===== src/common/wdg_pkg.sv =====
// constants and types for the programmable watchdog
`default_nettype none
package wdg_pkg;
  localparam logic [7:0] SERVICE_ADDR  = 8'hA6;
  localparam logic [7:0] CONTROL_ADDR  = 8'hA7;
  localparam logic [7:0] KEY_FIRST     = 8'h1E;
  localparam logic [7:0] KEY_SECOND    = 8'hE1;
  localparam logic [7:0] CONTROL_RESET = 8'h00;
  localparam logic [7:0] READ_NONE     = 8'h00;
  localparam int PS_LSB       = 5;
  localparam int PS_MSB       = 7;
  localparam int IDLE_BIT     = 4;
  localparam int OVF_BIT      = 1;
  localparam int RUN_BIT      = 0;
  localparam int PRE_W        = 7;
  localparam int TMR_W        = 14;
  localparam int PS_W         = 3;
  localparam logic [PRE_W-1:0] PRE_ONE  = 7'h01;
  localparam logic [PRE_W-1:0] PRE_ZERO = 7'h00;
  localparam logic [TMR_W-1:0] TMR_ZERO = 14'h0000;
  localparam logic [TMR_W-1:0] TMR_ONE  = 14'h0001;
  localparam logic [PS_W-1:0]  PS_ZERO  = 3'h0;

  typedef struct packed {
    logic       wr;
    logic       rd;
    logic [7:0] addr;
    logic [7:0] wdata;
  } wdg_sfr_req_t;

  typedef enum logic {WDG_KEY_IDLE, WDG_KEY_ARMED} wdg_key_state_t;
endpackage
`default_nettype wire


===== src/rtl/wdg_top.sv =====
// watchdog unit: key sequencer, prescaler, timer and control register
`timescale 1ns/1ps
`default_nettype none
module wdg_top (
  input  wire logic                  clk,
  input  wire logic                  resetn,
  input  wire logic                  other_reset,
  input  wire logic                  idle_mode,
  input  wire logic                  power_down,
  input  wire wdg_pkg::wdg_sfr_req_t sfr_req,
  output var  logic [7:0]            sfr_rdata,
  output var  logic                  wd_reset_pulse
);
  wdg_pkg::wdg_key_state_t        key_q, key_d;
  logic [wdg_pkg::PS_W-1:0]       ps_q;
  logic                           idle_freeze_q;
  logic                           overflow_flag_q;
  logic                           running_status_q;
  logic [wdg_pkg::PRE_W-1:0]      pre_q;
  logic [wdg_pkg::TMR_W-1:0]      tmr_q;

  // tap mask: low ps bits of the prescaler must be all ones for a tick
  function automatic logic [wdg_pkg::PRE_W-1:0] tap_mask(
    input logic [wdg_pkg::PS_W-1:0] ps);
    tap_mask = (wdg_pkg::PRE_ONE << ps) - wdg_pkg::PRE_ONE;
  endfunction

  wire wr_service = sfr_req.wr && (sfr_req.addr == wdg_pkg::SERVICE_ADDR);
  wire wr_control = sfr_req.wr && (sfr_req.addr == wdg_pkg::CONTROL_ADDR);
  wire rd_control = sfr_req.rd && (sfr_req.addr == wdg_pkg::CONTROL_ADDR);
  wire first_ok   = wr_service && (sfr_req.wdata == wdg_pkg::KEY_FIRST);
  wire second_ok  = wr_service && (sfr_req.wdata == wdg_pkg::KEY_SECOND);

  // armed: any write but the second key is a wrong sequence
  wire armed      = (key_q == wdg_pkg::WDG_KEY_ARMED);
  wire key_good   = armed && second_ok;
  wire key_bad    = (armed && sfr_req.wr && !second_ok)
                  || (!armed && wr_service && !first_ok);

  // power-down stops counting; idle stops it only when frozen
  wire count_en   = running_status_q && !power_down
                  && !(idle_mode && idle_freeze_q);
  wire tick       = &(pre_q | ~tap_mask(ps_q));
  wire timeout    = count_en && tick && (&tmr_q);

  wire fire       = timeout || key_bad;
  wire ovf_clear  = wr_control && !sfr_req.wdata[wdg_pkg::OVF_BIT];

  always_comb begin
    key_d = key_q;
    case (key_q)
      wdg_pkg::WDG_KEY_IDLE:  if (first_ok) key_d = wdg_pkg::WDG_KEY_ARMED;
      wdg_pkg::WDG_KEY_ARMED: if (sfr_req.wr) key_d = wdg_pkg::WDG_KEY_IDLE;
      default:                key_d = wdg_pkg::WDG_KEY_IDLE;
    endcase
  end

  wire [7:0] control_view = {ps_q, idle_freeze_q, 2'b00,
                             overflow_flag_q, running_status_q};

  always_ff @(posedge clk or negedge resetn) begin
    if (!resetn) begin
      key_q <= wdg_pkg::WDG_KEY_IDLE;
    end else if (other_reset) begin
      key_q <= wdg_pkg::WDG_KEY_IDLE;
    end else begin
      key_q <= key_d;
    end
  end

  // prescale and idle-freeze bits are cleared only by resetn; other_reset leaves them
  always_ff @(posedge clk or negedge resetn) begin
    if (!resetn) begin
      ps_q          <= wdg_pkg::CONTROL_RESET[wdg_pkg::PS_MSB:wdg_pkg::PS_LSB];
      idle_freeze_q <= wdg_pkg::CONTROL_RESET[wdg_pkg::IDLE_BIT];
    end else if (wr_control && !armed) begin
      ps_q          <= sfr_req.wdata[wdg_pkg::PS_MSB:wdg_pkg::PS_LSB];
      idle_freeze_q <= sfr_req.wdata[wdg_pkg::IDLE_BIT];
    end
  end

  // set wins over a clear in the same cycle
  always_ff @(posedge clk or negedge resetn) begin
    if (!resetn) begin
      overflow_flag_q <= wdg_pkg::CONTROL_RESET[wdg_pkg::OVF_BIT];
    end else if (fire) begin
      overflow_flag_q <= 1'b1;
    end else if (ovf_clear) begin
      overflow_flag_q <= 1'b0;
    end
  end

  // running bit changes only by key, timeout or reset; control writes skip it
  always_ff @(posedge clk or negedge resetn) begin
    if (!resetn) begin
      running_status_q <= wdg_pkg::CONTROL_RESET[wdg_pkg::RUN_BIT];
    end else if (other_reset || fire) begin
      running_status_q <= 1'b0;
    end else if (key_good) begin
      running_status_q <= 1'b1;
    end
  end

  always_ff @(posedge clk or negedge resetn) begin
    if (!resetn) begin
      pre_q <= wdg_pkg::PRE_ZERO;
      tmr_q <= wdg_pkg::TMR_ZERO;
    end else if (other_reset || fire || key_good) begin
      pre_q <= wdg_pkg::PRE_ZERO;
      tmr_q <= wdg_pkg::TMR_ZERO;
    end else if (count_en) begin
      pre_q <= pre_q + wdg_pkg::PRE_ONE;
      if (tick) begin
        tmr_q <= tmr_q + wdg_pkg::TMR_ONE;
      end
    end
  end

  // the service register never reads back; unmapped reads give zero
  always_ff @(posedge clk or negedge resetn) begin
    if (!resetn) begin
      sfr_rdata      <= wdg_pkg::READ_NONE;
      wd_reset_pulse <= 1'b0;
    end else begin
      sfr_rdata      <= rd_control ? control_view
                                   : wdg_pkg::READ_NONE;
      wd_reset_pulse <= fire;
    end
  end
endmodule // wdg_top
`default_nettype wire


===== config.mk =====
export PLATFORM = sky130hd
export DESIGN_NAME = wdg_top
export DESIGN_NICKNAME = d
export VERILOG_FILES = /design/src/common/wdg_pkg.sv /design/src/rtl/wdg_top.sv
export SDC_FILE = /design/constraint.sdc
export NUM_CORES = 1
export LEC_CHECK = 0
export ABC_AREA = 1
export BUFFER_PORTS_ARGS = -buffer_cell sky130_fd_sc_hd__clkbuf_2
export CAP_MARGIN = 20
export CORE_ASPECT_RATIO = 0.75
export CORE_MARGIN = 4
export CORE_UTILIZATION = 60
export DETAILED_ROUTE_END_ITERATION = 8
export MAX_ROUTING_LAYER = met4
export PLACE_DENSITY_LB_ADDON = 0.3
export RECOVER_POWER = 25
export SLEW_MARGIN = 20
export SYNTH_ARGS = -nofsm -noshare
export SYNTH_HDL_FRONTEND = slang
export SYNTH_SLANG_ARGS = --single-unit

===== constraint.sdc =====
create_clock -name clk -period 5.2 [get_ports clk]
set_input_delay 1.3 -clock clk [delete_from_list [all_inputs] [get_ports clk]]
set_output_delay 1.3 -clock clk [all_outputs]
set_load 0.01 [all_outputs]

==> run_results.csv <==
group,metric,value,unit
status,outcome,"complete, but fails checks",
status,violations,"capacitance limit, slew limit",
global_route,gr-total-overflow,0,
setup_path,slowest_delay,0.28,ns
cts,postCtsResizedCells,0,
sta,fmax,0.377,GHz
sta,clock_skew,0.00875,ns
routing,drt_iter0_markers,140,
floorplan,die_h,59.1,µm
final_layout,fin_cells,345,
yosys,yosys_warnings,0,
setup_path,crit_arrival,2.82,ns
power,power_frac_clock,37.4,%
setup_path,crit_required,5.37,ns
min_path,hp-class,"reg2reg",
cts,holdBufCountCts,0,
power,total_power,0.522,mW
floorplan,start_util,63.0,%
global_route,grt_pass1_vias,1601,
routing,vias,1794,
routing,firstDrtPassIters,4,
floorplan,coreArea,0.00331,mm²
cts,clockBufferDepth,2,
sta,finalCriticalPeriod,2.65,ns
routing,drtAntennaViolNets,0,
setup_path,rr_startpoint,"ps_q[1]",
setup_path,crit_family,"simple AND/OR/NAND/NOR gates",
yosys,synth_area_per_cell,7.64,µm²
yosys,ys_seq_area_share,42.0,%
global_route,grt_pass1_wl,7.33,mm
routing,wl,4.26,mm
min_path,hold_depth,2,
power,leakagePower,1.18,nW
cts,clkTransAtPathRegs,0.07,ns
cts,h-tree-depth,2,
routing,via_per_inst,5.20,
final_layout,fillers,273,
yosys,syn-instance-count,273,
setup_path,rrSetupSlack,2.84,ns
placed_design,gp_congestion,0.900,
setup_path,cp_slowest_cell,"nor3_1",
min_path,hold_path_startpoint,"overflow_flag_q",
cts,cts_buffers,5,
cts,cts.sinks,35,
routing,drc_errors,0,
power,ir_worst_vdd,0.201,mV
sta,finalMaxSlewViolations,36,
power,netSwitchingPower,0.126,mW
power,cell_internal_pwr,0.395,mW
sta,finalCritPeriodShare,51.0,%
power,power_frac_seq,53.6,%
setup_path,critPathMaxFanout,5,
placed_design,dpl.hpwl,3.32,mm
cts,cts_setup_buffers,0,
setup_path,r2r_cells,14,
setup_path,r2r_end,"tmr_q[9]",
floorplan,num_io_pins,32,
min_path,holdPathEnd,"sfr_rdata[1]",
sta,max-slew-margin-rel,-18.8,%
setup_path,cp-start-kind,"input port",
run,drv_cap,1,
sta,hold_viol_final,0,
global_route,grt_antenna_before_repair,0,
sta,finalSetupViolations,0,
sta,rsz0062_at_grt,"no",
setup_path,criticalPathCategory,"in2reg",
setup_path,crit_buf_inv,1,
setup_path,timing.critical_path.mode_cell,"nand2_1",
global_route,grt_start_max_net_pins,36,
yosys,ys_ff_latch,35,
power,power_density,224,mW/mm²
final_layout,syn_to_final_growth,11.8,%
floorplan,rows,18,
floorplan,die-area,0.00449,mm²
setup_path,crit_chain,"clkbuf_2 > nand2_1 > nand2_1 > nor2_1 > nand3_1 > nor2_4 > nand3_2 > nor3_1 > nand3_1 > nand2_1 > nor2_2",
final_layout,fin_nets,331,
yosys,synth_area,0.00209,mm²
sta,tns,0,ns
cts,cts_tree,"done",
yosys,post_synth_num_cell_types,31,
floorplan,die_w,76.1,µm
placed_design,port_buffers,29,
final_layout,drive_gt1_share,20.3,%
cts,insertion_delay,0.28,ns
placed_design,dpl.cell_count,338,
power,netSwitchingFraction,24.2,%
setup_path,worst_setup_path_end_kind,"flop",
global_route,grt_usage,20.8,%
power,power_frac_comb,8.9,%
routing,drt-wirelength-per-cell,12.3,µm
cts,clockRootBuffer,"clkbuf_8",
final_layout,diodes,0,
sta,worstMarginPinSlew,1.78,ns
worst max path at each step:
stage               slack [ns]  cells past startpoint   endpoint         from
floorplan                 2.64                     12  tmr_q[11]  sfr_req[12]
global placement          2.38                     11   tmr_q[9]    idle_mode
detailed placement        2.29                     11   tmr_q[9]    idle_mode
CTS                       2.58                     11   tmr_q[9]    idle_mode
global route              2.28                      1      armed       resetn
finish                    2.55                     11   tmr_q[9]    idle_mode
final cells by class:
type / instances / area [µm²] / share of cell area, %
multi-input combinational: 187 / 996 / 42.7
sequential: 35 / 876 / 37.6
inverter: 47 / 179 / 7.67
timing repair buffer: 29 / 144 / 6.17
clock buffer: 6 / 82.6 / 3.54
tap: 40 / 50.0 / 2.15
clock inverter: 1 / 5.00 / 0.215
through the flow:
stage | area, µm² | utilization, % | hold WS [ns] | setup WS (ns)
final | 2330 | 70.4 | 0.500 | 2.55
after global routing | 2330 | 70.4 | 0.520 | 2.28
after CTS | 2330 | 70.5 | 0.499 | 2.58
after detailed placement | 2250 | 67.8 | 0.482 | 2.29
after global placement | 2250 | 67.8 | 0.470 | 2.38
after floorplan | 2090 | - | 0.460 | 2.64
logic make-up (layout without fill, tap and decap cells):
group / after synthesis / count (layout) / synth area share, %
compound gates: 18 / 18 / 4.98
xor+xnor: 7 / 7 / 2.94
fa+ha+maj: 3 / 3 / 1.80
buf+inv: 52 / 83 / 10.4
flops: 35 / 35 / 42.0
other cells: 1 / 2 / 0.180
simple gates: 157 / 157 / 37.7
cell usage after synthesis (all sizes together):
cell type / number / area, µm²
a21oi: 8 / 47.6
a31oi: 1 / 6.26
buf: 5 / 38.8
conb: 1 / 3.75
dfrtp: 35 / 876
ha: 3 / 37.5
inv: 47 / 179
nand2: 58 / 220
nand3: 21 / 140
nand3b: 1 / 7.51
nand4: 13 / 81.3
nor2: 49 / 250
nor3: 12 / 65.1
nor4: 1 / 6.26
nor4b: 1 / 8.76
o211ai: 2 / 15.0
o21ai: 7 / 35.0
or2: 1 / 6.26
xor2: 7 / 61.3
power groups by stage:
stage | registers (mW) | clock network (mW) | logic (mW)
2_1_floorplan | 0.284 | 0 | 0.0296
4_1_cts | 0.280 | 0.198 | 0.0469
6_report | 0.280 | 0.195 | 0.0465
5_1_grt | 0.280 | 0.213 | 0.0537
3_5_place_dp | 0.285 | 0 | 0.0465
3_3_place_gp | 0.285 | 0 | 0.0452
sequential cells by signal, indices dropped and copies added (netlist names):
register,flops
tmr_q,14
pre_q,7
sfr_rdata,6
ps_q,3
armed,1
idle_freeze_q,1
overflow_flag_q,1
running_status_q,1
wd_reset_pulse,1
worst register-to-register path: stages (launching register included):
cell     delay (ns)
dfrtp_1        0.45
nor2_2         0.17
nand2_1        0.09
ha_1           0.28
inv_1          0.03
nand2_1        0.07
nand2_1        0.05
nor2_1         0.09
nand3_1        0.13
nor2_4         0.20
nand3_2        0.17
nor3_1         0.28
nand3_1        0.11
nand2_1        0.09
nor2_2         0.03
layout by cell type, fill, tap and decap left out, types with 3 or more instances in the layout:
| cell type | instances |
|---|---|
| nand2_1 | 57 |
| inv_1 | 43 |
| dfrtp_1 | 35 |
| nor2_1 | 34 |
| clkbuf_2 | 28 |
| nand3_1 | 17 |
| nand4_1 | 13 |
| nor2_2 | 11 |
| nor3_1 | 11 |
| xor2_1 | 7 |
| o21ai_0 | 7 |
| a21oi_1 | 6 |
| clkbuf_8 | 6 |
| inv_2 | 3 |
| nor2_4 | 3 |
| ha_1 | 3 |
routing by layer:
metal | wire [µm] | vias to the layer above | GRT usage (%)
li1 | - | 921 | -
met1 | 2090 | 808 | 30.1
met2 | 1850 | 61 | 29.8
met3 | 292 | 4 | 5.17
met4 | 30 | 0 | 3.99
met5 | 0 | - | -
Note: power is estimated with default switching activity, not from simulation.
